### src/pmc_map.vh
// register indices, field positions, reset values and timing counts of the power mode controller
`ifndef PMC_MAP_VH
`define PMC_MAP_VH

// register indices; the apb byte address is four times the index
`define PMC_IDX_POWER_CONTROL 8'h87
`define PMC_IDX_IRQ_ENABLE 8'ha8
`define PMC_IDX_SYSTEM_CONTROL 8'hbf
`define PMC_IDX_MODE_STATUS 8'hf0

// reset values
`define PMC_POWER_CONTROL_RST 8'h00
`define PMC_IRQ_ENABLE_RST 8'h00
`define PMC_SYSTEM_CONTROL_RST 8'h02

// power_control fields
`define PMC_PC_IDLE 0
`define PMC_PC_PDOWN 1
`define PMC_PC_FLAG0 2
`define PMC_PC_FLAG1 3
`define PMC_PC_BAUD 7
`define PMC_PC_RW_MASK 8'h8c

// system_control fields
`define PMC_SC_LATCH_INH 0
`define PMC_SC_EXTRA_MEM 1
`define PMC_SC_ISP 2
`define PMC_SC_WAKE_EN 4
`define PMC_SC_WDT_FLAG 7
`define PMC_SC_RW_MASK 8'h17

// irq_enable fields
`define PMC_IE_A 0
`define PMC_IE_B 2
`define PMC_IE_GLOBAL 7
`define PMC_IE_RW_MASK 8'hbf

// mode_status fields
`define PMC_MS_IDLE 0
`define PMC_MS_PDOWN 1
`define PMC_MS_DEBOUNCE 2
`define PMC_MS_WAKE_LSB 3

// clock settle time after a pin wake-up, in cycles of clk
`define PMC_DEBOUNCE_CYCLES 12'd1024

`endif

### src/pmc_power_mode_controller.v
// idle and power-down mode controller with apb register access
//
// How it works
// - power_control bits 3 and 2 are plain read/write user flags
// - writing 1 to power_control bit 1 enters power-down; it reads 0
// - writing 1 to power_control bit 0 enters idle; it reads 0
// - idle gates the cpu clock right after the write; peripherals keep clock
// - an enabled pending interrupt ends idle and lets the cpu service it
// - after wake the cpu resumes at the instruction after the idle entry
// - reset pin high during idle raises the internal reset, ending idle
// - power-down stops the oscillator after the entering write
// - register contents stay unchanged for the whole of power-down
// - reset pin leaving power-down restarts the cpu from address zero
// - interrupt pin wake resumes into that pin's service routine
// - pin wake needs global enable, that pin's enable and wake enable
// - system_control bit 4 enables power-down wake by either interrupt pin
// - pin wake is followed by a clock settle count before the cpu runs
// - strobes 1 in idle, 0 in power-down; port 0/2 follow the mode
// - irq_enable bits 0 and 2 enable pins a and b, bit 7 global
//
// Decided for this implementation: the APB interface to the registers.
`timescale 1ns/1ps
`default_nettype none
// offsets, fields and counts must be known before the parameter default uses them
`include "pmc_map.vh"

module pmc_power_mode_controller
#(
  parameter [11:0] DEBOUNCE_CYCLES = `PMC_DEBOUNCE_CYCLES
)
(
  input wire clk,
  input wire ce,
  input wire reset_n,
  // apb slave
  input wire psel,
  input wire penable,
  input wire pwrite,
  input wire [9:0] paddr,
  input wire [31:0] pwdata,
  input wire [3:0] pstrb,
  output reg [31:0] prdata_ff,
  output reg pready_ff,
  output reg pslverr_ff,
  // pins
  input wire reset_pin,
  input wire ext_irq_pin_a_n,
  input wire ext_irq_pin_b_n,
  input wire ext_code_mem_pin,
  // from core logic on clk
  input wire irq_pending,
  input wire cpu_latch_strobe,
  input wire cpu_program_store_strobe,
  input wire watchdog_reset_flag,
  // controls out
  output reg cpu_clk_en_ff,
  output reg periph_clk_en_ff,
  output reg osc_en_ff,
  output reg sys_reset_ff,
  output reg latch_strobe_ff,
  output reg program_store_strobe_ff,
  output reg port0_float_ff,
  output reg port2_address_ff,
  output reg port_hold_ff,
  output reg [1:0] wake_source_ff,
  output reg baud_doubler_ff
);

  // one-hot mode states
  localparam [3:0] ST_RUN = 4'h1;
  localparam [3:0] ST_IDLE = 4'h2;
  localparam [3:0] ST_PDOWN = 4'h4;
  localparam [3:0] ST_SETTLE = 4'h8;

  reg [3:0] mode_ff;
  reg [3:0] nxt_mode;
  reg [11:0] cnt_ff;
  reg [11:0] nxt_cnt;
  reg [1:0] nxt_wake;
  reg [7:0] power_control_ff;
  reg [7:0] irq_enable_ff;
  reg [7:0] system_control_ff;
  reg [31:0] rd_data;
  reg rd_hit;

  wire rst_pin_s;
  wire irq_a_n_s;
  wire irq_b_n_s;
  wire ext_code_s;
  wire [7:0] idx;
  wire setup;
  wire wr_en;
  wire pc_wr;
  wire wake_a;
  wire wake_b;

  // every pin passes two flops before use
  pmc_sync #(.RST_VAL(1'b0)) u_sync_rst
  (
    .clk(clk),
    .ce(ce),
    .reset_n(reset_n),
    .d(reset_pin),
    .q_ff(rst_pin_s)
  );

  pmc_sync #(.RST_VAL(1'b1)) u_sync_irq_a
  (
    .clk(clk),
    .ce(ce),
    .reset_n(reset_n),
    .d(ext_irq_pin_a_n),
    .q_ff(irq_a_n_s)
  );

  pmc_sync #(.RST_VAL(1'b1)) u_sync_irq_b
  (
    .clk(clk),
    .ce(ce),
    .reset_n(reset_n),
    .d(ext_irq_pin_b_n),
    .q_ff(irq_b_n_s)
  );

  pmc_sync #(.RST_VAL(1'b0)) u_sync_code
  (
    .clk(clk),
    .ce(ce),
    .reset_n(reset_n),
    .d(ext_code_mem_pin),
    .q_ff(ext_code_s)
  );

  // apb decode; a write lands at the access edge where pready is seen high
  assign idx = paddr[9:2];
  assign setup = psel && !penable;
  assign wr_en = psel && penable && pready_ff && pwrite && pstrb[0] && !pslverr_ff;
  assign pc_wr = wr_en && (idx == `PMC_IDX_POWER_CONTROL);

  // pin wake needs all three enables; pins are active low
  assign wake_a = !irq_a_n_s && irq_enable_ff[`PMC_IE_GLOBAL] && irq_enable_ff[`PMC_IE_A]
    && system_control_ff[`PMC_SC_WAKE_EN];
  assign wake_b = !irq_b_n_s && irq_enable_ff[`PMC_IE_GLOBAL] && irq_enable_ff[`PMC_IE_B]
    && system_control_ff[`PMC_SC_WAKE_EN];

  // read mux; mode bits of power_control are never stored so read 0
  always @*
  begin
    rd_data = 32'h0000_0000;
    rd_hit = 1'b1;
    case (idx)
      `PMC_IDX_POWER_CONTROL:
        rd_data[7:0] = power_control_ff;
      `PMC_IDX_IRQ_ENABLE:
        rd_data[7:0] = irq_enable_ff;
      `PMC_IDX_SYSTEM_CONTROL:
        rd_data[7:0] = {watchdog_reset_flag, system_control_ff[6:0]};
      `PMC_IDX_MODE_STATUS:
      begin
        rd_data[`PMC_MS_IDLE] = mode_ff[1];
        rd_data[`PMC_MS_PDOWN] = mode_ff[2];
        rd_data[`PMC_MS_DEBOUNCE] = mode_ff[3];
        rd_data[`PMC_MS_WAKE_LSB+1:`PMC_MS_WAKE_LSB] = wake_source_ff;
      end
      default:
        rd_hit = 1'b0;
    endcase
  end

  // mode sequencing
  always @*
  begin
    nxt_mode = mode_ff;
    nxt_cnt = cnt_ff;
    nxt_wake = wake_source_ff;
    case (mode_ff)
      ST_RUN:
      begin
        // power-down wins when both bits are written at once
        if (pc_wr && pwdata[`PMC_PC_PDOWN])
        begin
          nxt_mode = ST_PDOWN;
          nxt_wake = 2'h0;
        end
        else if (pc_wr && pwdata[`PMC_PC_IDLE])
        begin
          nxt_mode = ST_IDLE;
          nxt_wake = 2'h0;
        end
      end
      ST_IDLE:
      begin
        // the cpu state is frozen, so it picks up after the entry write
        if (irq_pending)
          nxt_mode = ST_RUN;
      end
      ST_PDOWN:
      begin
        if (wake_a || wake_b)
        begin
          nxt_mode = ST_SETTLE;
          nxt_cnt = DEBOUNCE_CYCLES;
          nxt_wake = {wake_b, wake_a};
        end
      end
      ST_SETTLE:
      begin
        // cpu stays gated until the oscillator has had time to settle
        if (cnt_ff <= 12'h001)
        begin
          nxt_mode = ST_RUN;
          nxt_cnt = 12'h000;
        end
        else
          nxt_cnt = cnt_ff - 12'h001;
      end
      default:
        nxt_mode = ST_RUN;
    endcase
    // reset pin overrides every mode and restarts the core
    if (rst_pin_s)
    begin
      nxt_mode = ST_RUN;
      nxt_cnt = 12'h000;
      nxt_wake = 2'h0;
    end
  end

  // state, registers and apb answer
  always @(posedge clk or negedge reset_n)
  begin
    if (!reset_n)
    begin
      mode_ff <= ST_RUN;
      cnt_ff <= 12'h000;
      wake_source_ff <= 2'h0;
      power_control_ff <= `PMC_POWER_CONTROL_RST;
      irq_enable_ff <= `PMC_IRQ_ENABLE_RST;
      system_control_ff <= `PMC_SYSTEM_CONTROL_RST;
      prdata_ff <= 32'h0000_0000;
      pready_ff <= 1'b0;
      pslverr_ff <= 1'b0;
    end
    else if (ce)
    begin
      mode_ff <= nxt_mode;
      cnt_ff <= nxt_cnt;
      wake_source_ff <= nxt_wake;
      // answer one cycle after setup: zero wait states
      pready_ff <= setup;
      if (setup)
      begin
        prdata_ff <= pwrite ? 32'h0000_0000 : rd_data;
        pslverr_ff <= !rd_hit;
      end
      else
        pslverr_ff <= 1'b0;
      if (rst_pin_s)
      begin
        // internal hardware reset returns software state to defaults
        power_control_ff <= `PMC_POWER_CONTROL_RST;
        irq_enable_ff <= `PMC_IRQ_ENABLE_RST;
        system_control_ff <= `PMC_SYSTEM_CONTROL_RST;
      end
      else if (wr_en && !mode_ff[2] && !mode_ff[3])
      begin
        // writes are dropped while powered down so contents hold
        case (idx)
          `PMC_IDX_POWER_CONTROL:
            power_control_ff <= pwdata[7:0] & `PMC_PC_RW_MASK;
          `PMC_IDX_IRQ_ENABLE:
            irq_enable_ff <= pwdata[7:0] & `PMC_IE_RW_MASK;
          `PMC_IDX_SYSTEM_CONTROL:
            system_control_ff <= pwdata[7:0] & `PMC_SC_RW_MASK;
          default:
            power_control_ff <= power_control_ff;
        endcase
      end
    end
  end

  // clock gating and pin controls follow the next mode; reset follows the synchronised reset pin
  always @(posedge clk or negedge reset_n)
  begin
    if (!reset_n)
    begin
      cpu_clk_en_ff <= 1'b1;
      periph_clk_en_ff <= 1'b1;
      osc_en_ff <= 1'b1;
      sys_reset_ff <= 1'b0;
      latch_strobe_ff <= 1'b0;
      program_store_strobe_ff <= 1'b0;
      port0_float_ff <= 1'b0;
      port2_address_ff <= 1'b0;
      port_hold_ff <= 1'b0;
      baud_doubler_ff <= 1'b0;
    end
    else if (ce)
    begin
      // cpu gated from the edge that takes the entry write
      cpu_clk_en_ff <= nxt_mode[0];
      periph_clk_en_ff <= nxt_mode[0] || nxt_mode[1];
      osc_en_ff <= !nxt_mode[2];
      sys_reset_ff <= rst_pin_s;
      baud_doubler_ff <= power_control_ff[`PMC_PC_BAUD];
      // strobes parked high in idle, low in power-down and settle
      if (nxt_mode[1])
      begin
        latch_strobe_ff <= 1'b1;
        program_store_strobe_ff <= 1'b1;
      end
      else if (nxt_mode[2] || nxt_mode[3])
      begin
        latch_strobe_ff <= 1'b0;
        program_store_strobe_ff <= 1'b0;
      end
      else
      begin
        latch_strobe_ff <= cpu_latch_strobe && !system_control_ff[`PMC_SC_LATCH_INH];
        program_store_strobe_ff <= cpu_program_store_strobe;
      end
      // external code: port 0 floats whenever the cpu clock is gated, port 2 keeps address only in idle
      port0_float_ff <= ext_code_s && !nxt_mode[0];
      port2_address_ff <= ext_code_s && nxt_mode[1];
      port_hold_ff <= !nxt_mode[0];
    end
  end

endmodule

`default_nettype wire

### src/pmc_sync.v
// two-flop synchroniser for one asynchronous pin
`timescale 1ns/1ps
`default_nettype none

module pmc_sync
#(
  parameter RST_VAL = 1'b0
)
(
  input wire clk,
  input wire ce,
  input wire reset_n,
  input wire d,
  output reg q_ff
);

  reg meta_ff;

  // first flop feeds only the second one
  always @(posedge clk or negedge reset_n)
  begin
    if (!reset_n)
    begin
      meta_ff <= RST_VAL;
      q_ff <= RST_VAL;
    end
    else if (ce)
    begin
      meta_ff <= d;
      q_ff <= meta_ff;
    end
  end

endmodule

`default_nettype wire
### config.mk
export PLATFORM = sky130hd
export DESIGN_NAME = pmc_power_mode_controller
export DESIGN_NICKNAME = d
export VERILOG_FILES = /design/src/pmc_power_mode_controller.v /design/src/pmc_sync.v
export VERILOG_INCLUDE_DIRS = /design/src /design/src/src
export SDC_FILE = /design/constraint.sdc
export NUM_CORES = 1
export LEC_CHECK = 0
export BUFFER_PORTS_ARGS = -buffer_cell sky130_fd_sc_hd__buf_2
export CAP_MARGIN = 20
export CELL_PAD_IN_SITES_DETAIL_PLACEMENT = 1
export CELL_PAD_IN_SITES_GLOBAL_PLACEMENT = 1
export CORE_ASPECT_RATIO = 0.8
export CORE_MARGIN = 1.5
export CORE_UTILIZATION = 41
export DETAILED_ROUTE_END_ITERATION = 6
export GPL_TIMING_DRIVEN = 0
export PLACE_DENSITY_LB_ADDON = 0.12
export SYNTH_ARGS = -nofsm -noshare
export SYNTH_HDL_FRONTEND = slang
export SYNTH_SLANG_ARGS = --single-unit
### constraint.sdc
create_clock -name clk -period 4.5 [get_ports clk]
set_input_delay 0.45 -clock clk [delete_from_list [all_inputs] [get_ports clk]]
set_output_delay 0.45 -clock clk [all_outputs]
set_load 0.01 [all_outputs]
; Word-level counts from Yosys, hierarchy flattened
; Cells that the tools add are included.
[word_totals]
register_bits = 93
latch_bits = 0
mem_bits_rw = 0
rom_bits = 0
input_bits = 60
out_inout_bits = 46
elab_cells = 119
n_memories = 0
[classes]
n_addsub = 1
n_mul = 0
div = 0
n_lt_le_gt_ge = 1
eq_ne = 10
shift = 0
n_mux = 34
bitwise_logic = 0
reduce_logical = 46
[op_table]
columns = operator, n
row1 = 8-bit 2-to-1 mux, 7
row2 = 12-bit 2-to-1 mux, 3
row3 = 8-bit == test (second input constant), 4
row4 = 4-bit 2-to-1 mux, 6
row5 = 12-bit one-hot mux with 2 select lines, 1
row6 = 7-bit 2-to-1 mux, 3
row7 = 1-bit logical AND, 20
row8 = 5-bit one-hot mux with 4 select lines, 1
row9 = 4-bit one-hot mux with 4 select lines, 1
row10 = 12-bit by 1-bit <= comparator with 1-bit output (second input constant), 1
row11 = 3-bit AND reduction, 4
row12 = 12-bit by 1-bit subtractor with 12-bit output (second input constant), 1
row13 = 1-bit zero test, 10
row14 = 3-bit one-hot mux with 3 select lines, 1
row15 = 2-bit 2-to-1 mux, 4
row16 = 2-bit nonzero test, 4
row17 = 1-bit 2-to-1 mux, 6
row18 = 3-bit nonzero test, 2
row19 = 4-bit by 1-bit == test with 1-bit output (second input constant), 1
row20 = 4-bit by 2-bit == test with 1-bit output (second input constant), 1
row21 = 4-bit by 3-bit == test with 1-bit output (second input constant), 1
row22 = 4-bit == test (second input constant), 1
row23 = 4-bit by 3-bit != test with 1-bit output (second input constant), 1
row24 = 2-bit one-hot mux with 2 select lines, 1
row25 = other kinds (5), 7

; Logic depth before layout (Yosys ltp)
[logic_depth]
ltp_word = 14
ltp_mapped = 8
ltp_nobuf = 7

; Modules after synthesis
; From an unflattened synthesis, not the netlist that was laid out.
[hier_totals]
cells_unflattened = 327
area_unflattened_um2 = 3321.9
[modules_own_cells]
columns = module, instances, cells_per_inst, area_each_um2, seq_area_each_um2
row1 = pmc_power_mode_controller, 1, 311, 3026.7, 1256.2
row2 = pmc_sync at u_sync_irq_a ..., 2, 4, 75.1, 52.6
row3 = pmc_sync at u_sync_code ..., 2, 4, 72.6, 50.0

; Worst setup path before layout
; Ideal clock, no wire load.
[synth_path]
path_type = input-to-reg
startpoint = input paddr[5]
endpoint = register wake_source_ff[0]
setup_ps = 122
arrival_time_ps = 1840
t_required_ps = 4378
path_slack_ps = 2538
path_stages = 6
path_buffers = 1
path_cell_list = or3_1 -> or3_1 -> buf_2 -> nor4_1 -> o31ai_1 -> a32o_1
[synth_between]
elab_chain_cells = 6
[synth_rtl]
columns = item, line
row1 = from (decl), pmc_power_mode_controller.v:39  ; input wire [9:0] paddr,
row2 = 8-bit == test *, n/a
row3 = 1-bit logical AND *, pmc_power_mode_controller.v:138  ; assign pc_wr = wr_en && (idx == `PMC_IDX_POWER_CONTROL);
row4 = 1-bit logical AND, pmc_power_mode_controller.v:180  ; if (pc_wr && pwdata[`PMC_PC_PDOWN])
row5 = 2-bit 2-to-1 mux, pmc_power_mode_controller.v:180
row6 = 2-bit one-hot mux with 2 select lines, pmc_power_mode_controller.v:176  ; case (mode_ff)
row7 = 2-bit 2-to-1 mux, pmc_power_mode_controller.v:221  ; if (rst_pin_s)
row8 = to (signal assigned), pmc_power_mode_controller.v:248  ; wake_source_ff <= nxt_wake;
row9 = to (decl), pmc_power_mode_controller.v:65  ; output reg [1:0] wake_source_ff,
; Every way passes the cells marked *; elsewhere a longest branch is shown, timed or not.
; A chain may end at the register's enable or synchronous reset.

; Worst setup path after layout
[layout_path]
startpoint = register cnt_ff[0]
endpoint = register cnt_ff[11]
[layout_between]
elab_chain_cells = 4
[layout_rtl]
columns = item, line
row1 = from (decl), pmc_power_mode_controller.v:77  ; reg [11:0] cnt_ff;
row2 = from (signal assigned), pmc_power_mode_controller.v:247  ; cnt_ff <= nxt_cnt;
row3 = 12-bit by 1-bit subtractor with 12-bit output or 12-bit by 1-bit <= comparator with 1-bit output (tied branches), "pmc_power_mode_controller.v:215, pmc_power_mode_controller.v:209"
row4 = 12-bit 2-to-1 mux *, pmc_power_mode_controller.v:209  ; if (cnt_ff <= 12'h001)
row5 = 12-bit one-hot mux with 2 select lines *, pmc_power_mode_controller.v:176
row6 = 12-bit 2-to-1 mux *, pmc_power_mode_controller.v:221
; Marks and branches as above.

==> results.md <==
- Worst stage delay on the critical path: around 0.49 ns
- Total grt overflow: 0
- Global-route wire length before repair: 15.5 mm
- Most frequent cell after synthesis: dfrtp_1
- Vias after detailed routing: ~2800
- HP Class: primary input to asynchronous set/reset pin
- Reg-to-reg slack, setup: approximately 2.2 ns
- Slew headroom: 0.439
- Synth Register Bits: 58
- Hold Fails Final Rpt: 0
- Chip height: 83.8 um
- CTS H-tree lvls: 3
- Post-synth EDFFs: 0
- Die ar.: around 8700 um2
- WP buf/inv: 2
- TritonCTS Sinks: between 50 and 60
- DRT Pass-1 Iters: 4
- Power per cell area: approximately 350 nW/um2
- Final ANT Viol Nets: 0
- Ys async rst share: 1.00
- Clock slew at reported path FFs: about 0.060 ns
- Register area share after synthesis: 0.437
- Layout Area Growth over Synthesis: 21.7%
- Achievable clock frequency: 444 MHz
- Setup Fix Bufs, Post-CTS: 0
- Vias in the first global route: 2902
- CTS tree: built
- Share of the synthesized area in the top cell type: 0.374
- Clock Latency Late Sink: between 0.3 and 0.4 ns
- Die Width: about 100 um
- # setup viols final: 0
- Pleak: between 0.0015 and 0.002 uW
- Avg Cell Area, Syn: 9.96 um2
- Dpl hpwl: just under 7 mm
- Setup CP Type: register to register
- Post-Synthesis Cell Area: 3350 um2
- WP data arrival: around 2.5 ns
- Io pins: 106
- Routed wire length: 9.18 mm
- Nets: 484
- Ys Warns: 0
- Total GRT Usage: 0.227
- Max_cap viols: 0
- Post-CTS Resized: 0
- Wirelength per Cell: around 17 um
- Synth area leader: dfrtp_1
- Crit-path leading delay family: simple AND/OR/NAND/NOR gates
- Layout cells sized above 1: 0.323
- Dpl cells: ~520
- Slew of the pin with the lowest slew margin: roughly 0.84 ns
- Status: finished clean
- Port Buffer Count: 50
- Final Critical Period: between 2 and 2.5 ns
- Crit-path max FO: 10
- Yosys cell types: 66
- Slowest library cell on the worst path: nor3_2
- Top post-synthesis cells by area: dfrtp_1 (37%), dfstp_2 (6.3%), buf_4 (6.1%), mux2_2 (4.0%), o21ai_0 (2.7%)
- CTS Buffer Depth: 2
- Number of vias per cell: 5.31
- Period Utilization, post-route: 0.501
- Final cell count without fillers: 535
- CP endpoint kind: register
- Antenna Diode Count: 0
- Crit path required time: about 4.7 ns
- Clk root buf: clkbuf_8
- Final Max Tran Viols: 0
- Worst setup SP type: register
- Antenna violations before repair: 0
- Post-synth top cells: dfrtp_1 (50), buf_4 (27), nand2_1 (22)
- Initial core utilization: 0.423
- Mapped Cells: around 340
- Core area: slightly below 8000 um2
- Critical-path cell list: inv_1 -> ha_1 -> o21bai_1 -> nor4_4 -> buf_6 -> nor3_2 -> nand2_1 -> o31ai_1
- Starting DRT DRC Count: 95
- Worst Clk Skew: roughly 0.011 ns
- Cts bufs inserted: 9
- Top FF cell, synth: dfrtp_1
- Placer congestion estimate: between 0.8 and 0.9
- Post-route setup TNS: 0 ns
- DRC errors left: 0
- VDD IR max: 0.181 mV
- Core Rows: 29
- Pin count of the biggest net entering global routing: 36
- CTS Hold Bufs: 0
- RSZ-0062 raised after global routing: false
## worst paths after layout
path | depth (start not counted) | start | to
worst max-delay path | 8 | cnt_ff[0] | cnt_ff[11]
worst min-delay path | 1 | reset_n | cnt_ff[0]
worst max register to register | 8 | cnt_ff[0] | cnt_ff[11]
worst min register to register | 1 | cnt_ff[8] | cnt_ff[8]
max in group asynchronous | 2 | reset_n | u_sync_irq_a.q_ff
min in group clk | 2 | ext_irq_pin_a_n | u_sync_irq_a.meta_ff
## power by group
| group | switching [uW] | internal (uW) | leakage [uW] |
|---|---|---|---|
| Sequential | 42.6 | 576 | 0.000754 |
| Combinational | 155 | 115 | 0.00101 |
| Clock | 209 | 342 | 0.000117 |
| Total | 406 | 1030 | 0.00188 |
## cell usage in the layout (no fill, tap or decap), types with 8 or more instances in the layout
cell      synthesis  final
buf_2             3     53
dfrtp_1          50     50
buf_4            27     27
conb_1            1     25
nand2_1          22     22
inv_1            20     20
nor2_1           19     19
o21ai_0          18     18
mux2_2           12     12
nand2b_1         11     11
clkbuf_8          0     11
a22oi_1          10     10
a22o_1            9      9
nor3_1            9      9
nor4_1            9      9
o21ai_1           9      9
dfstp_2           8      8
## registers in the layout, indices dropped and copies added (netlist names), 2 cells and up
| signal | flops |
|---|---|
| prdata_ff | 7 |
| cnt_ff | 12 |
| irq_enable_ff | 7 |
| power_control_ff | 3 |
| mode_ff | 4 |
| system_control_ff | 4 |
| wake_source_ff | 2 |
## kinds of logic after synthesis
| family | Yosys count | synth area share |
|---|---|---|
| and+or+nand+nor | 107 | 0.187 |
| AOI/OAI and AO/OA | 93 | 0.215 |
| buffers and inverters | 60 | 0.103 |
| DFF | 58 | 0.437 |
| muxes | 14 | 0.0464 |
| adders and majority gates | 2 | 0.00748 |
| other | 1 | 0.00112 |
| xor gates and xnor gates | 1 | 0.00262 |
## layer usage
metal,part of all wire,global-route usage
met1,0.50,0.330
met5,0,0
met2,0.44,0.347
met4,0.0078,0.0492
met3,0.053,0.0492
## worst register-to-register path, cell delays in order, from the launching register on
cell,delay [ns]
dfrtp_1,0.43
inv_1,0.10
ha_1,0.28
o21bai_1,0.28
nor4_4,0.07
buf_6,0.15
nor3_2,0.49
nand2_1,0.15
o31ai_1,0.22
## cell type report
cell class | instances | area (um2)
clock inverter | 4 | 73.8
clock buffer | 12 | 155
fill | 956 | 3840
inverter | 21 | 78.8
timing repair buffer | 51 | 270
sequential | 58 | 1460
buffer | 39 | 267
tap | 108 | 135
multi-input combinational | 242 | 1630
## through the flow
step	total power, uW	hold slack (ns)	cell area (um2)	util	setup slack [ns]
6_report	1440	0.216	4070	0.515	2.25
2_1_floorplan	802	0.154	3440	-	2.54
4_1_cts	1450	0.231	4070	0.515	2.20
3_5_place_dp	895	0.465	3840	0.486	2.13
3_3_place_gp	882	0.458	3820	0.483	2.15
5_1_grt	1510	0.266	4070	0.515	2.05
No activity file was read; power rests on OpenSTA's default activity.
